<file path="src/logic/lfms_defines.svh">
// Named constants for the laser fault monitor and shutdown block.
`ifndef LFMS_DEFINES_SVH
`define LFMS_DEFINES_SVH

// ----------------------------------------------------------------------
// Clock and timing
// ----------------------------------------------------------------------
`define LFMS_CLK_MHZ 125
`define LFMS_FILTER_US 10000
`define LFMS_FILTER_CYC (`LFMS_FILTER_US * `LFMS_CLK_MHZ)
`define LFMS_BLANK_STEP_US 500
`define LFMS_BLANK_STEP_CYC (`LFMS_BLANK_STEP_US * `LFMS_CLK_MHZ)
`define LFMS_PIN_SYNC_CYC 1

// ----------------------------------------------------------------------
// Register byte addresses and reset values
// ----------------------------------------------------------------------
`define LFMS_ADR_CONFIG 8'h00
`define LFMS_ADR_CONTROL 8'h04
`define LFMS_ADR_THRESH 8'h08
`define LFMS_ADR_STATUS 8'h0c
`define LFMS_RST_CONFIG 32'h0000_0000
`define LFMS_RST_THRESH 32'h0000_0000

// ----------------------------------------------------------------------
// Fault source indices (also mask bit positions in the config word)
// ----------------------------------------------------------------------
`define LFMS_SRC_SUPPLY 0
`define LFMS_SRC_DIODE 1
`define LFMS_SRC_BIAS 2
`define LFMS_SRC_TXPWR 3
`define LFMS_SRC_SAT 4
`define LFMS_SRC_EXT 5
`define LFMS_NUM_SRC 6
`define LFMS_NUM_CMP 4

// ----------------------------------------------------------------------
// Config word fields
// ----------------------------------------------------------------------
`define LFMS_CFG_MASK_LSB 0
`define LFMS_CFG_OE 8
`define LFMS_CFG_SHUTDOWN_POLARITY 9
`define LFMS_CFG_BIASREF 10
`define LFMS_CFG_MODREF 11
`define LFMS_CFG_EXTMODE 12
`define LFMS_CFG_EXTPOL 13
`define LFMS_CFG_LOS_DETECTOR_DISABLE 14
`define LFMS_CFG_ZONE 15

// ----------------------------------------------------------------------
// Threshold word fields and status word fields
// ----------------------------------------------------------------------
`define LFMS_THR_LOSA_LSB 0
`define LFMS_THR_LOSD_LSB 8
`define LFMS_THR_BLANK_LSB 16
`define LFMS_THR_BIAS_LSB 24
`define LFMS_ST_TXFAULT 8
`define LFMS_ST_RXLOS 9
`define LFMS_ST_DIODE 10
`define LFMS_ST_LASEROFF 11
`define LFMS_ST_HIALARM 12
`define LFMS_ST_HIWARN 13
`define LFMS_ST_TEMP_LSB 16
`define LFMS_TEMP_FULL_SCALE 8'h7f
`define LFMS_BYTE_MAX 10'sh0ff

`endif

</file>
<file path="src/logic/lfms_pkg.sv">
// Types shared by the laser fault monitor and shutdown block.
package lfms_pkg;

  // ----------------------------------------------------------------------
  // Saturation blanking states
  // ----------------------------------------------------------------------
  typedef enum logic [2:0] {
    LFMS_BLANK_OFF = 3'b001,
    LFMS_BLANK_RUN = 3'b010,
    LFMS_BLANK_DONE = 3'b100
  } lfms_blank_state_t;

  // One bit per fault source.
  typedef logic [5:0] lfms_fault_vec_t;

endpackage : lfms_pkg

</file>
<file path="src/logic/lfms_glitch_filter.sv">
// Two-stage synchroniser followed by a persistence counter.
`timescale 1ns/100ps
module lfms_glitch_filter #(
  parameter int unsigned CYCLES = 1
) (
  input wire logic clk_i, // System clock.
  input wire logic rst_i, // Synchronous reset, active high.
  input wire logic raw_i, // Asynchronous level to clean up.
  output logic level_o // Accepted level, from a flip-flop.
);

  // Last count before the level is accepted.
  localparam logic [20:0] LAST = 21'(CYCLES - 1);

  logic sync_a; // First synchroniser stage, read only by sync_b.
  logic sync_b; // Second synchroniser stage.
  logic [20:0] cnt; // Cycles the level has stood high.

  // ----------------------------------------------------------------------
  // Synchroniser
  // ----------------------------------------------------------------------
  // Two flops keep metastability away from the counter.
  always_ff @(posedge clk_i)
  begin
    if (rst_i)
    begin
      sync_a <= 1'b0;
      sync_b <= 1'b0;
    end
    else
    begin
      sync_a <= raw_i;
      sync_b <= sync_a;
    end
  end

  // ----------------------------------------------------------------------
  // Persistence counter
  // ----------------------------------------------------------------------
  // Any drop restarts the count, so only an unbroken high level passes.
  always_ff @(posedge clk_i)
  begin
    if (rst_i)
    begin
      cnt <= 21'h000000;
      level_o <= 1'b0;
    end
    else if (!sync_b)
    begin
      cnt <= 21'h000000;
      level_o <= 1'b0;
    end
    else if (cnt == LAST)
    begin
      level_o <= 1'b1;
    end
    else
    begin
      cnt <= cnt + 21'h000001;
    end
  end

endmodule : lfms_glitch_filter

</file>
<file path="src/logic/lfms_top.sv">
// Laser fault supervision, shutdown drive and loss-of-signal detection.
// Behaviour
// - Enabled fault shuts laser, asserts fault immediately.
// - Each fault source individually maskable.
// - Saturation ignored for programmable blanking after turn-on.
// - Out-of-range temperature path flags diode fault.
// - Loss-of-signal asserts low, releases above second threshold.
// - Detector disable releases the loss-of-signal line.
// - Status always shows loss-of-signal pin level.
// - Comparator glitches under ten milliseconds rejected.
// - Bias threshold offset by compensation table entry.
// - On fault outputs take configured shutdown states.
// - Shutdown active on disable pin, soft bit, fault.
// - Shutdown pin push-pull with selectable polarity.
// - Shared pin becomes external fault input, polarity selectable.
// - External fault ORed into transmit fault.
// - Diode fault forces full-scale temperature and flags.
// - Full-scale temperature held while diode fault persists.
// - Transmit disable toggle clears latched faults.
// - Diode detection waits for first conversion.
// - No diode fault reported while transmit disable pin high; soft disable bit does not block it.
// - Config bit selects internal or external temperature.
// - Outputs float unless enabled; levels follow polarity bits.
`timescale 1ns/100ps
`include "lfms_defines.svh"
module lfms_top import lfms_pkg::*; #(
  parameter int unsigned FILTER_CYCLES = `LFMS_FILTER_CYC, // Glitch filter length.
  parameter int unsigned BLANK_STEP_CYCLES = `LFMS_BLANK_STEP_CYC // One blanking step.
) (
  input wire logic clk_i, // System clock, 125 MHz.
  input wire logic rst_i, // Synchronous reset, active high.
  input wire logic wb_cyc_i, // Wishbone cycle.
  input wire logic wb_stb_i, // Wishbone strobe.
  input wire logic wb_we_i, // Wishbone write enable.
  input wire logic [7:0] wb_adr_i, // Wishbone byte address.
  input wire logic [3:0] wb_sel_i, // Wishbone byte selects.
  input wire logic [31:0] wb_dat_i, // Wishbone write data.
  output logic [31:0] wb_dat_o, // Wishbone read data.
  output logic wb_ack_o, // Wishbone acknowledge.
  input wire logic supply_cmp_i, // Supply low comparator, async.
  input wire logic bias_cmp_i, // Bias current high comparator, async.
  input wire logic tx_power_cmp_i, // Transmit power comparator, async.
  input wire logic saturation_cmp_i, // Loop saturation comparator, async.
  input wire logic diode_range_err_i, // Temperature path out of range.
  input wire logic conv_done_i, // Conversion cycle finished, pulse.
  input wire logic [7:0] temp_internal_i, // On-chip sensor reading.
  input wire logic [7:0] external_junction_input_i, // External junction reading.
  input wire logic [7:0] rx_power_level_input_i, // Received power sample.
  input wire logic [7:0] comp_lut_offset_i, // Signed compensation entry.
  input wire logic tx_disable_i, // Host transmit disable pin.
  input wire logic rxlos_i, // Level seen on the loss-of-signal pin.
  input wire logic shared_pin_i, // Level seen on the shared pin.
  output logic rxlos_o, // Loss-of-signal drive level.
  output logic rxlos_oe_o, // Loss-of-signal drive enable.
  output logic tx_fault_o, // Transmit fault to host.
  output logic laser_safety_shutdown_out_o, // Shared pin drive level.
  output logic shared_pin_oe_o, // Shared pin drive enable.
  output logic modulation_drive_out_o, // Modulation shutdown level.
  output logic modulation_drive_shut_o, // Modulation forced to shutdown.
  output logic modulation_drive_oe_o, // Modulation output enable.
  output logic bias_drive_out_o, // Bias shutdown level.
  output logic bias_drive_shut_o, // Bias forced to shutdown.
  output logic bias_drive_oe_o, // Bias output enable.
  output logic [7:0] bias_fault_threshold_o, // Compensated bias threshold.
  output logic [7:0] temp_report_o, // Reported temperature.
  output logic temp_high_alarm_o, // High temperature alarm.
  output logic temp_high_warn_o // High temperature warning.
);

  // ----------------------------------------------------------------------
  // Declarations
  // ----------------------------------------------------------------------
  logic [31:0] cfg; // Config word: masks, polarities, modes.
  logic soft_tx_disable; // Software transmit disable.
  logic [31:0] thresh; // Thresholds and blanking interval.
  logic [31:0] status; // Status word seen by reads.
  logic [31:0] rd_mux; // Read data before registering.
  logic [`LFMS_NUM_CMP-1:0] cmp_raw; // Comparator levels from pins.
  logic [`LFMS_NUM_CMP-1:0] cmp_ok; // Comparator levels after filter.
  logic [2:0] pin_raw; // Slow pins needing a synchroniser.
  logic [2:0] pin_s; // Synchronised slow pins.
  logic tx_dis_s; // Synchronised transmit disable.
  logic rxlos_s; // Synchronised loss-of-signal pin.
  logic shared_s; // Synchronised shared pin.
  logic tx_dis_q; // Previous transmit disable for edge detect.
  logic fault_clear; // Release edge of the disable toggle.
  logic bus_req; // Wishbone request present.
  logic first_conv; // First conversion has completed.
  lfms_fault_vec_t src; // Fault events after the mask bits, before latching.
  lfms_fault_vec_t latched; // Latched fault events.
  logic diode_flag; // Sense diode fault flag.
  logic any_fault; // Some latched fault is present.
  logic laser_off; // The laser is supposed to be off.
  logic los; // Loss-of-signal detector state.
  lfms_blank_state_t blank_state; // Saturation blanking state.
  logic [15:0] blank_pre; // Cycles within the current step.
  logic [7:0] blank_steps; // Steps elapsed since turn-on.
  logic signed [9:0] bias_sum; // Threshold plus signed offset.

  assign bus_req = wb_cyc_i & wb_stb_i;
  assign cmp_raw = {saturation_cmp_i, tx_power_cmp_i, bias_cmp_i, supply_cmp_i};
  assign pin_raw = {shared_pin_i, rxlos_i, tx_disable_i};
  assign tx_dis_s = pin_s[0];
  assign rxlos_s = pin_s[1];
  assign shared_s = pin_s[2];
  assign fault_clear = tx_dis_q & ~tx_dis_s;
  assign any_fault = |latched;
  assign laser_off = tx_dis_s | soft_tx_disable | any_fault;

  // ----------------------------------------------------------------------
  // Input conditioning
  // ----------------------------------------------------------------------
  // Comparators run through the long filter; plain pins only get synced.
  genvar gi;
  generate
    for (gi = 0; gi < `LFMS_NUM_CMP; gi = gi + 1)
    begin : g_cmp
      lfms_glitch_filter #(.CYCLES(FILTER_CYCLES)) u_filt (
        .clk_i(clk_i),
        .rst_i(rst_i),
        .raw_i(cmp_raw[gi]),
        .level_o(cmp_ok[gi])
      );
    end
    for (gi = 0; gi < 3; gi = gi + 1)
    begin : g_pin
      lfms_glitch_filter #(.CYCLES(`LFMS_PIN_SYNC_CYC)) u_sync (
        .clk_i(clk_i),
        .rst_i(rst_i),
        .raw_i(pin_raw[gi]),
        .level_o(pin_s[gi])
      );
    end
  endgenerate

  // ----------------------------------------------------------------------
  // Wishbone slave
  // ----------------------------------------------------------------------
  // Byte-lane merge so that a partial write keeps the other lanes.
  function automatic logic [31:0] lfms_merge(input logic [31:0] old_v,
                                             input logic [31:0] new_v,
                                             input logic [3:0] sel);
    logic [31:0] res;
    res = old_v;
    for (int b = 0; b < 4; b++)
    begin
      if (sel[b])
      begin
        res[b*8 +: 8] = new_v[b*8 +: 8];
      end
    end
    return res;
  endfunction : lfms_merge

  // Status word; unused bits read as zero.
  always_comb
  begin
    status = 32'h0000_0000;
    status[`LFMS_NUM_SRC-1:0] = latched;
    status[`LFMS_ST_TXFAULT] = tx_fault_o;
    status[`LFMS_ST_RXLOS] = rxlos_s;
    status[`LFMS_ST_DIODE] = diode_flag;
    status[`LFMS_ST_LASEROFF] = laser_off;
    status[`LFMS_ST_HIALARM] = temp_high_alarm_o;
    status[`LFMS_ST_HIWARN] = temp_high_warn_o;
    status[`LFMS_ST_TEMP_LSB +: 8] = temp_report_o;
  end

  // Read decode; an unmapped address reads zero but is still acknowledged.
  always_comb
  begin
    unique case (wb_adr_i)
      `LFMS_ADR_CONFIG: rd_mux = cfg;
      `LFMS_ADR_CONTROL: rd_mux = {31'h00000000, soft_tx_disable};
      `LFMS_ADR_THRESH: rd_mux = thresh;
      `LFMS_ADR_STATUS: rd_mux = status;
      default: rd_mux = 32'h0000_0000;
    endcase
  end

  // Ack one cycle after the request, dropped the cycle after.
  always_ff @(posedge clk_i)
  begin
    if (rst_i)
    begin
      wb_ack_o <= 1'b0;
      wb_dat_o <= 32'h0000_0000;
    end
    else
    begin
      wb_ack_o <= bus_req & ~wb_ack_o;
      if (bus_req & ~wb_ack_o)
      begin
        wb_dat_o <= rd_mux;
      end
    end
  end

  // Writes land on the edge where the master sees ack, never earlier.
  always_ff @(posedge clk_i)
  begin
    if (rst_i)
    begin
      cfg <= `LFMS_RST_CONFIG;
      thresh <= `LFMS_RST_THRESH;
      soft_tx_disable <= 1'b0;
    end
    else if (bus_req & wb_ack_o & wb_we_i)
    begin
      if (wb_adr_i == `LFMS_ADR_CONFIG)
      begin
        cfg <= lfms_merge(cfg, wb_dat_i, wb_sel_i);
      end
      if (wb_adr_i == `LFMS_ADR_THRESH)
      begin
        thresh <= lfms_merge(thresh, wb_dat_i, wb_sel_i);
      end
      if (wb_adr_i == `LFMS_ADR_CONTROL && wb_sel_i[0])
      begin
        soft_tx_disable <= wb_dat_i[0];
      end
    end
  end

  // ----------------------------------------------------------------------
  // Saturation blanking
  // ----------------------------------------------------------------------
  // The loop voltage sits near zero right after turn-on, so saturation
  // would trip falsely; it is ignored until the programmed steps pass.
  always_ff @(posedge clk_i)
  begin
    if (rst_i)
    begin
      blank_state <= LFMS_BLANK_OFF;
      blank_pre <= 16'h0000;
      blank_steps <= 8'h00;
    end
    else if (laser_off)
    begin
      blank_state <= LFMS_BLANK_OFF;
      blank_pre <= 16'h0000;
      blank_steps <= 8'h00;
    end
    else
    begin
      unique case (blank_state)
        LFMS_BLANK_OFF:
        begin
          blank_state <= LFMS_BLANK_RUN;
        end
        LFMS_BLANK_RUN:
        begin
          if (blank_steps >= thresh[`LFMS_THR_BLANK_LSB +: 8])
          begin
            blank_state <= LFMS_BLANK_DONE;
          end
          else if (blank_pre == 16'(BLANK_STEP_CYCLES - 1))
          begin
            blank_pre <= 16'h0000;
            blank_steps <= blank_steps + 8'h01;
          end
          else
          begin
            blank_pre <= blank_pre + 16'h0001;
          end
        end
        LFMS_BLANK_DONE:
        begin
          blank_state <= LFMS_BLANK_DONE;
        end
      endcase
    end
  end

  // ----------------------------------------------------------------------
  // Fault sources
  // ----------------------------------------------------------------------
  // Mask bits remove a source before it can latch or shut anything down; diode_flag still latches a masked diode event.
  always_comb
  begin
    src = '0;
    src[`LFMS_SRC_SUPPLY] = cmp_ok[0];
    src[`LFMS_SRC_BIAS] = cmp_ok[1];
    src[`LFMS_SRC_TXPWR] = cmp_ok[2];
    src[`LFMS_SRC_SAT] = cmp_ok[3] & (blank_state == LFMS_BLANK_DONE);
    src[`LFMS_SRC_DIODE] = diode_range_err_i & first_conv & ~tx_dis_s;
    src[`LFMS_SRC_EXT] = cfg[`LFMS_CFG_EXTMODE] &
                         (shared_s == cfg[`LFMS_CFG_EXTPOL]);
    src = src & ~cfg[`LFMS_CFG_MASK_LSB +: `LFMS_NUM_SRC];
  end

  // Edge memory for the disable toggle.
  always_ff @(posedge clk_i)
  begin
    if (rst_i)
    begin
      tx_dis_q <= 1'b0;
    end
    else
    begin
      tx_dis_q <= tx_dis_s;
    end
  end

  // Diode detection is held off until a conversion has really finished.
  always_ff @(posedge clk_i)
  begin
    if (rst_i)
    begin
      first_conv <= 1'b0;
    end
    else if (conv_done_i)
    begin
      first_conv <= 1'b1;
    end
  end

  // Latches clear on the release of the disable toggle; a new event
  // in that same cycle wins, so nothing is lost.
  always_ff @(posedge clk_i)
  begin
    if (rst_i)
    begin
      latched <= '0;
      diode_flag <= 1'b0;
    end
    else
    begin
      latched <= (latched & ~{`LFMS_NUM_SRC{fault_clear}}) | src;
      if (diode_range_err_i & first_conv & ~tx_dis_s)
      begin
        diode_flag <= 1'b1;
      end
      else if (fault_clear)
      begin
        diode_flag <= 1'b0;
      end
    end
  end

  // ----------------------------------------------------------------------
  // Loss-of-signal detector
  // ----------------------------------------------------------------------
  // Two thresholds give hysteresis so noise near one level cannot chatter.
  always_ff @(posedge clk_i)
  begin
    if (rst_i)
    begin
      los <= 1'b0;
    end
    else if (rx_power_level_input_i < thresh[`LFMS_THR_LOSA_LSB +: 8])
    begin
      los <= 1'b1;
    end
    else if (rx_power_level_input_i > thresh[`LFMS_THR_LOSD_LSB +: 8])
    begin
      los <= 1'b0;
    end
  end

  // ----------------------------------------------------------------------
  // Temperature report and bias threshold
  // ----------------------------------------------------------------------
  assign bias_sum = $signed({2'b00, thresh[`LFMS_THR_BIAS_LSB +: 8]}) +
                    $signed({{2{comp_lut_offset_i[7]}}, comp_lut_offset_i});

  // Full scale is held for the whole life of the diode flag.
  always_ff @(posedge clk_i)
  begin
    if (rst_i)
    begin
      temp_report_o <= 8'h00;
      temp_high_alarm_o <= 1'b0;
      temp_high_warn_o <= 1'b0;
      bias_fault_threshold_o <= 8'h00;
    end
    else
    begin
      if (diode_flag)
      begin
        temp_report_o <= `LFMS_TEMP_FULL_SCALE;
      end
      else if (cfg[`LFMS_CFG_ZONE])
      begin
        temp_report_o <= external_junction_input_i;
      end
      else
      begin
        temp_report_o <= temp_internal_i;
      end
      temp_high_alarm_o <= diode_flag;
      temp_high_warn_o <= diode_flag;
      // The sum saturates rather than wrapping into a wrong threshold.
      if (bias_sum < 10'sh000)
      begin
        bias_fault_threshold_o <= 8'h00;
      end
      else if (bias_sum > `LFMS_BYTE_MAX)
      begin
        bias_fault_threshold_o <= 8'hff;
      end
      else
      begin
        bias_fault_threshold_o <= bias_sum[7:0];
      end
    end
  end

  // ----------------------------------------------------------------------
  // Pin drive
  // ----------------------------------------------------------------------
  // With the enable clear all laser outputs float, the safe shipped state.
  always_ff @(posedge clk_i)
  begin
    if (rst_i)
    begin
      tx_fault_o <= 1'b0;
      rxlos_o <= 1'b0;
      rxlos_oe_o <= 1'b0;
      laser_safety_shutdown_out_o <= 1'b0;
      shared_pin_oe_o <= 1'b0;
      modulation_drive_out_o <= 1'b0;
      modulation_drive_shut_o <= 1'b0;
      modulation_drive_oe_o <= 1'b0;
      bias_drive_out_o <= 1'b0;
      bias_drive_shut_o <= 1'b0;
      bias_drive_oe_o <= 1'b0;
    end
    else
    begin
      tx_fault_o <= any_fault;
      rxlos_o <= los;
      rxlos_oe_o <= ~cfg[`LFMS_CFG_LOS_DETECTOR_DISABLE];
      // Active level equals the polarity bit; idle level is its inverse.
      laser_safety_shutdown_out_o <= laser_off ? cfg[`LFMS_CFG_SHUTDOWN_POLARITY]
                                               : ~cfg[`LFMS_CFG_SHUTDOWN_POLARITY];
      shared_pin_oe_o <= cfg[`LFMS_CFG_OE] & ~cfg[`LFMS_CFG_EXTMODE];
      modulation_drive_out_o <= cfg[`LFMS_CFG_MODREF];
      modulation_drive_shut_o <= laser_off;
      modulation_drive_oe_o <= cfg[`LFMS_CFG_OE];
      bias_drive_out_o <= cfg[`LFMS_CFG_BIASREF];
      bias_drive_shut_o <= laser_off;
      bias_drive_oe_o <= cfg[`LFMS_CFG_OE];
    end
  end

endmodule : lfms_top

</file>
<file path="config.mk">
export PLATFORM = sky130hd
export DESIGN_NAME = lfms_top
export DESIGN_NICKNAME = d
export VERILOG_FILES = /design/src/logic/lfms_pkg.sv /design/src/logic/lfms_glitch_filter.sv /design/src/logic/lfms_top.sv
export VERILOG_INCLUDE_DIRS = /design/src /design/src/logic
export SDC_FILE = /design/constraint.sdc
export NUM_CORES = 1
export LEC_CHECK = 0
export BUFFER_PORTS_ARGS = -buffer_cell sky130_fd_sc_hd__buf_2
export CORE_AREA = 2 2 176 247
export CTS_CLUSTER_SIZE = 12
export DETAILED_ROUTE_END_ITERATION = 10
export DIE_AREA = 0 0 178 249
export GPL_TIMING_DRIVEN = 0
export SYNTH_ARGS = -nofsm -noshare
export SYNTH_HDL_FRONTEND = slang
export SYNTH_SLANG_ARGS = --single-unit
</file>
<file path="constraint.sdc">
create_clock -name clk_i -period 2.6 [get_ports clk_i]
set_clock_uncertainty 0.2 [all_clocks]
set_input_delay 0.39 -clock clk_i [delete_from_list [all_inputs] [get_ports clk_i]]
set_output_delay 0.39 -clock clk_i [all_outputs]
set_load 0.02 [all_outputs]
</file>
==> results.sh, run 1 <==
export IMPL_root_buffer="clkbuf_16"
export IMPL_period_share_pct=102
export IMPL_rsz0062_at_grt="yes"
export IMPL_drc=0
export IMPL_violations="setup timing"
export IMPL_hold_viol_final=0
export IMPL_ir_drop_mv=0.367
export IMPL_syn_num_nets=1777
export IMPL_die_w_um=178
export IMPL_clkSlewWorstSetupHoldPaths_ps=70
export IMPL_post_place_ws_ps=-395
export IMPL_num_vias=12400
export IMPL_drt_wl_total_mm=40.2
export IMPL_final_area_sq_um=17800
export IMPL_final_min_clock_period_ps=2650
export IMPL_fin_ws_ps=-50.2
export IMPL_postLayoutCoreUtil_pct=42.4
export IMPL_yosysSeqAreaShare_pct=45.3
export IMPL_required_ps=2850
export IMPL_wl_per_cell_um=16.4
export IMPL_io_pins=152
export IMPL_finalSetupViolCount=2
export IMPL_arrival_ps=2900
export IMPL_relSlewSlack_pct=26.2
export IMPL_grt_pass1_vias=12300
export IMPL_hp_class="in -> reg"
export IMPL_fillers=4123
export IMPL_portBuffers=150
export IMPL_synth_area_leaders="dfxtp_1, nor2_1, mux2i_1"
export IMPL_yosysTopAreaCellShare_pct=45.3
export IMPL_max_freq_ghz=0.377
export IMPL_worstSetupPathType="reg -> reg"
export IMPL_detailed_place_area_sq_um=16000
export IMPL_synthAdderAreaFrac_pct=3.92
export IMPL_synth_mux_area_share_pct=6.79
export IMPL_overflow=0
export IMPL_ant_nets=0
export IMPL_grt_use_total_pct=17.9
export IMPL_async_flop_share_pct=0
export IMPL_synthesis_area_sq_um=14500
export IMPL_syn_area_per_cell_sq_um=8.85
export IMPL_clockBufferDepth=3
export IMPL_post_synth_num_cell_types=57
export IMPL_status="complete, but fails checks"
export IMPL_drt_pass1_iter_count=5
export IMPL_htree_num_levels=2
export IMPL_power_density_nw_per_um2=582
export IMPL_r2r_start="thresh[16]"
export IMPL_grt_pass1_wl_mm=63.6
export IMPL_dp_hpwl_mm=29.4
export IMPL_cts_buffers=35
export IMPL_synth_largest_area_cell="dfxtp_1"
export IMPL_seqCellArea_sq_um=6590
export IMPL_grt_max_degree=13
export IMPL_startpoint="thresh[16]"
export IMPL_die_area_sq_um=44300
export IMPL_layout_common_cells="dfxtp_1, nor2_1, buf_2"
export IMPL_p_leak_nw=6.29
export IMPL_synth_edff_count=0
export IMPL_synth_xor_area_share_pct=7.83
export IMPL_drtIter0Drc=553
export IMPL_antenna_found_initial=1
export IMPL_hold_start="temp_internal_i[3]"
export IMPL_yosysWarnings=0
export IMPL_start_kind="flop"
export IMPL_synth_main_ff_cell="dfxtp_1"
export IMPL_die_h_um=249
export IMPL_ys_ff_latch=329
export IMPL_start_util_pct=34.6
export IMPL_num_rows=89
export IMPL_worst_pin_slew_ps=1100
export IMPL_cts_sinks=329
export IMPL_cap_violations=0
export IMPL_slew_violations=0
export IMPL_cts_tree="yes"
export IMPL_synthToLayoutAreaGrowth_pct=22.3
export IMPL_synth_compound_area_share_pct=9.11
export IMPL_nNetsFinal=2025
export IMPL_worstSkewPairLatency_ps=520
export IMPL_yosys_area_share_simple_pct=24.0
export IMPL_gp_congestion=0.898
export IMPL_cp_max_fo=6
export IMPL_final_common_cell="dfxtp_1"
export IMPL_multiInputGateArea_sq_um=7650
export IMPL_drive_gt1_share_pct=13.2
export IMPL_synthCells=1642
export IMPL_via_per_inst=5.07
export IMPL_synth_top_family_by_area="simple AND/OR/NAND/NOR gates"
export IMPL_coreArea_sq_um=42000
export IMPL_crit_path_end_kind="flop"
-- synth_stat cells (all sizes together), types with 9 or more instances --
cell and count:
dfxtp 329, nor2 313, nand2 99, mux2i 93
xor2 68, nand3 64, xnor2 62, a21oi 59
clkbuf 54, o21ai 52, inv 51, ha 44
nor2b 39, nand4 35, a22oi 32, or3 32
nor4 31, nor3 24, and3 17, a211oi 15
nor4b 13, a22o 12, and4 12, nand2b 10
o21a 10, or4 10, buf 9
-- routing by layer --
metal	vias up	routed length [um]	global-route usage, %
li1	6195	-	-
met1	5924	17200	21.3
met2	276	20100	31.9
met3	53	1960	3.10
met4	0	929	6.23
met5	-	0	0
-- where the power goes --
part	total [W]	switching, W	internal, W
combinational	0.000489	0.000286	0.000203
sequential	0.00510	0.0000233	0.00508
clock	0.00476	0.00201	0.00276
total	0.0104	0.00232	0.00804
-- worst max-delay path, stage by stage (launching register included) --
cell,delay [ps]
dfxtp_2,370
ha_4,210
nand2b_4,130
a21o_1,160
a211o_4,340
a2111o_1,410
buf_6,150
or4_4,480
a21oi_2,140
-- registers in the layout, summed over array words and instances, names as in the netlist, 6 cells and up --
register and flops:
thresh 32, blank_pre 16, g_cmp.u_filt.cnt 84, cfg 32
wb_dat_o 32, g_pin.u_sync.cnt 63, blank_steps 8, temp_report_o 8
bias_fault_threshold_o 8, latched 6
-- layout make-up --
| cell class | count | area share [%] |
|---|---|---|
| Sequential cell | 329 | 37.1 |
| Clock buffer | 53 | 5.88 |
| Clock inverter | 3 | 0.0844 |
| Multi-Input combinational cell | 1199 | 43.0 |
| Timing Repair Buffer | 212 | 7.58 |
| Inverter | 51 | 1.08 |
| Tap cell | 546 | 3.84 |
| Antenna cell | 1 | 0.0141 |
| Buffer | 62 | 1.46 |
-- through the flow --
step	hold slack, ps	instances	power [W]	setup TNS, ps
2_1_floorplan	212	1642	0.00542	-52.9
3_3_place_gp	221	2338	0.00563	-24790
3_5_place_dp	222	2338	0.00563	-31890
4_1_cts	1.16	2455	0.0105	-43.9
5_1_grt	37.5	2456	0.0107	-206
6_report	22.1	2456	0.0104	-53.4
-- worst paths after layout --
kind                            slack [ps]                endpoint  cells after the start
worst max register to register         -50          blank_steps[3]                      8
worst min register to register         240  g_cmp[3].u_filt.sync_b                      1
worst max-delay path                   -50          blank_steps[3]                      8
worst min-delay path                    20        temp_report_o[3]                      4
-- repair_timing --
action,in CTS,in global routing
endpoints found under the setup margin,30,45
hold endpoints to repair,81,0
resized for setup,21,18
hold buffers,51,0
pin swaps,9,6
buffers inserted,11,0
-- kinds of logic after synthesis --
group / Yosys count
compound gates: 209
buf+inv: 114
flops: 329
simple gates: 718
mux: 97
xor+xnor: 130
fa+ha+maj: 45
Power figures use the tool's default switching activity.
==> run 2, diff against run 1 <==
--- a/config.mk
+++ b/config.mk
@@ -7,11 +7,12 @@
 export NUM_CORES = 1
 export LEC_CHECK = 0
 export BUFFER_PORTS_ARGS = -buffer_cell sky130_fd_sc_hd__buf_2
-export CORE_AREA = 2 2 176 247
+export CORE_AREA = 2 2 180 252
 export CTS_CLUSTER_SIZE = 12
 export DETAILED_ROUTE_END_ITERATION = 10
-export DIE_AREA = 0 0 178 249
+export DIE_AREA = 0 0 182 254
 export GPL_TIMING_DRIVEN = 0
 export SYNTH_ARGS = -nofsm -noshare
 export SYNTH_HDL_FRONTEND = slang
+export SYNTH_HIERARCHICAL = 1
 export SYNTH_SLANG_ARGS = --single-unit
==> results.sh, run 2 <==
export IMPL_synth_largest_area_cell="dfxtp_1"
export IMPL_r2r_cells=10
export IMPL_start_kind="flop"
export IMPL_finalSetupViolCount=0
export IMPL_largestRegisters="g_cmp.u_filt/cnt: 84 flops, g_pin.u_sync/cnt: 63 flops"
export IMPL_dp_hpwl_mm=31.7
export IMPL_post_synth_num_cell_types=68
export IMPL_drt_wl_total_mm=42.5
export IMPL_hold_viol_final=0
export IMPL_synthesis_area_sq_um=15200
export IMPL_relSlewSlack_pct=36.7
export IMPL_antenna_found_initial=5
export IMPL_hp_class="in -> reg"
export IMPL_top_register="g_cmp.u_filt/cnt"
export IMPL_htree_num_levels=2
export IMPL_grt_pass1_vias=12600
export IMPL_ir_drop_mv=0.481
export IMPL_drc=0
export IMPL_power_density_nw_per_um2=578
export IMPL_p_total_w=0.0106
export IMPL_whs_endpoint="temp_report_o[2]"
export IMPL_detailed_place_area_sq_um=16700
export IMPL_largest_register_ffs=84
export IMPL_ys_ff_latch=329
export IMPL_reg2reg_to="blank_pre[5]"
export IMPL_portBuffers=149
export IMPL_cts_buffers=36
export IMPL_drt_pass1_iter_count=5
export IMPL_final_area_sq_um=18400
export IMPL_coreArea_sq_um=43900
export IMPL_die_area_sq_um=46200
export IMPL_final_min_clock_period_ps=2490
export IMPL_seqCellArea_sq_um=6590
export IMPL_synth_area_leaders="dfxtp_1, nor2_1, nand2_1"
export IMPL_nNetsFinal=2080
export IMPL_yosysSeqAreaShare_pct=43.3
export IMPL_final_common_cell="dfxtp_1"
export IMPL_cp_max_fo=10
export IMPL_synth_edff_count=0
export IMPL_num_vias=13200
export IMPL_crit_path_end_kind="flop"
export IMPL_num_rows=91
export IMPL_required_ps=2830
export IMPL_cap_violations=0
export IMPL_status="complete, no violations"
export IMPL_arrival_ps=2720
export IMPL_overflow=0
export IMPL_whs_path_depth=4
export IMPL_io_pins=152
export IMPL_cts_sinks=329
export IMPL_slew_violations=0
export IMPL_syn_num_nets=1840
export IMPL_drtIter0Drc=617
export IMPL_p_leak_nw=6.61
export IMPL_yosysTopAreaCellShare_pct=43.3
export IMPL_worstSkewPairLatency_ps=540
export IMPL_worstSetupPathType="reg -> reg"
export IMPL_synthToLayoutAreaGrowth_pct=20.9
export IMPL_post_place_ws_ps=-603
export IMPL_period_share_pct=95.8
export IMPL_cts_tree="yes"
export IMPL_grt_max_degree=30
export IMPL_wl_per_cell_um=16.8
export IMPL_start_util_pct=34.6
export IMPL_layout_common_cells="dfxtp_1, nor2_1, nand2_1"
export IMPL_gp_congestion=0.818
export IMPL_syn_area_per_cell_sq_um=8.93
export IMPL_r2r_start="blank_steps[0]"
export IMPL_grt_pass1_wl_mm=66.6
export IMPL_max_freq_ghz=0.401
export IMPL_hold_start="temp_internal_i[2]"
export IMPL_ant_nets=0
export IMPL_die_h_um=254
export IMPL_fin_ws_ps=109
export IMPL_root_buffer="clkbuf_16"
export IMPL_synth_common_cells="dfxtp_1, nor2_1, nand2_1"
export IMPL_fillers=4440
export IMPL_clkSlewWorstSetupHoldPaths_ps=60
export IMPL_die_w_um=182
export IMPL_startpoint="blank_steps[0]"
export IMPL_setup_tns_ps=0
export IMPL_place_inst=2412
export IMPL_async_flop_share_pct=0
export IMPL_rsz0062_at_grt="no"
export IMPL_worst_pin_slew_ps=950
export IMPL_synthCells=1705
export IMPL_yosysWarnings=6
export IMPL_clockBufferDepth=3
export IMPL_via_per_inst=5.23
export IMPL_r2r_slack_ps=110
export IMPL_multiInputGateArea_sq_um=8140
export IMPL_grt_use_total_pct=18.0
export IMPL_synth_main_ff_cell="dfxtp_1"
export IMPL_fin_cells=2528
export IMPL_drive_gt1_share_pct=14.7
export IMPL_synth_most_common_cell="dfxtp_1"
[run 2: timing repair]
action / CTS / global route
gates resized for setup: 3 / 8
hold buffers: 51 / 0
hold endpoints to repair: 79 / 0
setup endpoints to repair: 25 / 39
setup buffers: 2 / 1
pin swaps: 1 / 2
[run 2: final cells by class]
class / count / area share [%]
buffer: 73 / 1.84
multi-input combinational: 1252 / 44.2
sequential: 329 / 35.8
timing repair buffer: 203 / 6.97
clock buffer: 57 / 6.10
inverter: 50 / 1.02
clock inverter: 5 / 0.211
tap: 558 / 3.79
antenna: 1 / 0.0136
[run 2: worst max path at each step]
stage                                to  slack, ps  cells past startpoint
after floorplan           blank_pre[14]         70                      9
after global placement          cfg[15]       -620                      5
after detailed placement        cfg[15]       -600                      5
after CTS                  blank_pre[5]         10                     10
after global routing       blank_pre[5]         10                     10
final                      blank_pre[5]        110                     10
[run 2: worst max-delay path: stages, from the launching register on]
cell	delay [ps]
dfxtp_4	370
inv_1	50
ha_1	260
nand2b_1	150
a2111o_1	470
a311oi_4	290
buf_6	170
or2_1	110
buf_6	130
buf_12	140
nor2_2	40
[run 2: per-stage QoR]
step / hold WS [ps] / util [%]
floorplan: 213 / -
global placement: 218 / 37.9
detailed placement: 221 / 37.9
CTS: 0.721 / 41.8
global route: 55.3 / 41.9
finish: 19.8 / 41.9
[run 2: report_power, final]
group | switching (W) | leakage (nW) | internal [W] | total [W]
clock | 0.00208 | 0.570 | 0.00296 | 0.00503
sequential | 0.0000283 | 2.66 | 0.00508 | 0.00511
combinational | 0.000291 | 3.38 | 0.000205 | 0.000496
total | 0.00240 | 6.61 | 0.00824 | 0.0106
[run 2: layer usage]
layer,wire [um],share of wire [%],track usage [%],up-vias
li1,-,-,-,6584
met1,18200,43,21.6,6276
met2,20400,48,31.3,273
met3,1990,4.7,3.17,89
met4,1830,4.3,8.13,8
met5,52,0.12,0,-
[run 2: logic make-up after synthesis]
group / Yosys count / share of synthesized area (%)
and+or+nand+nor: 758 / 27.5
DFF: 329 / 43.3
AOI/OAI and AO/OA: 287 / 12.1
buffers and inverters: 124 / 3.47
xor gates and xnor gates: 101 / 5.81
muxes: 61 / 4.09
adders and majority gates: 45 / 3.75
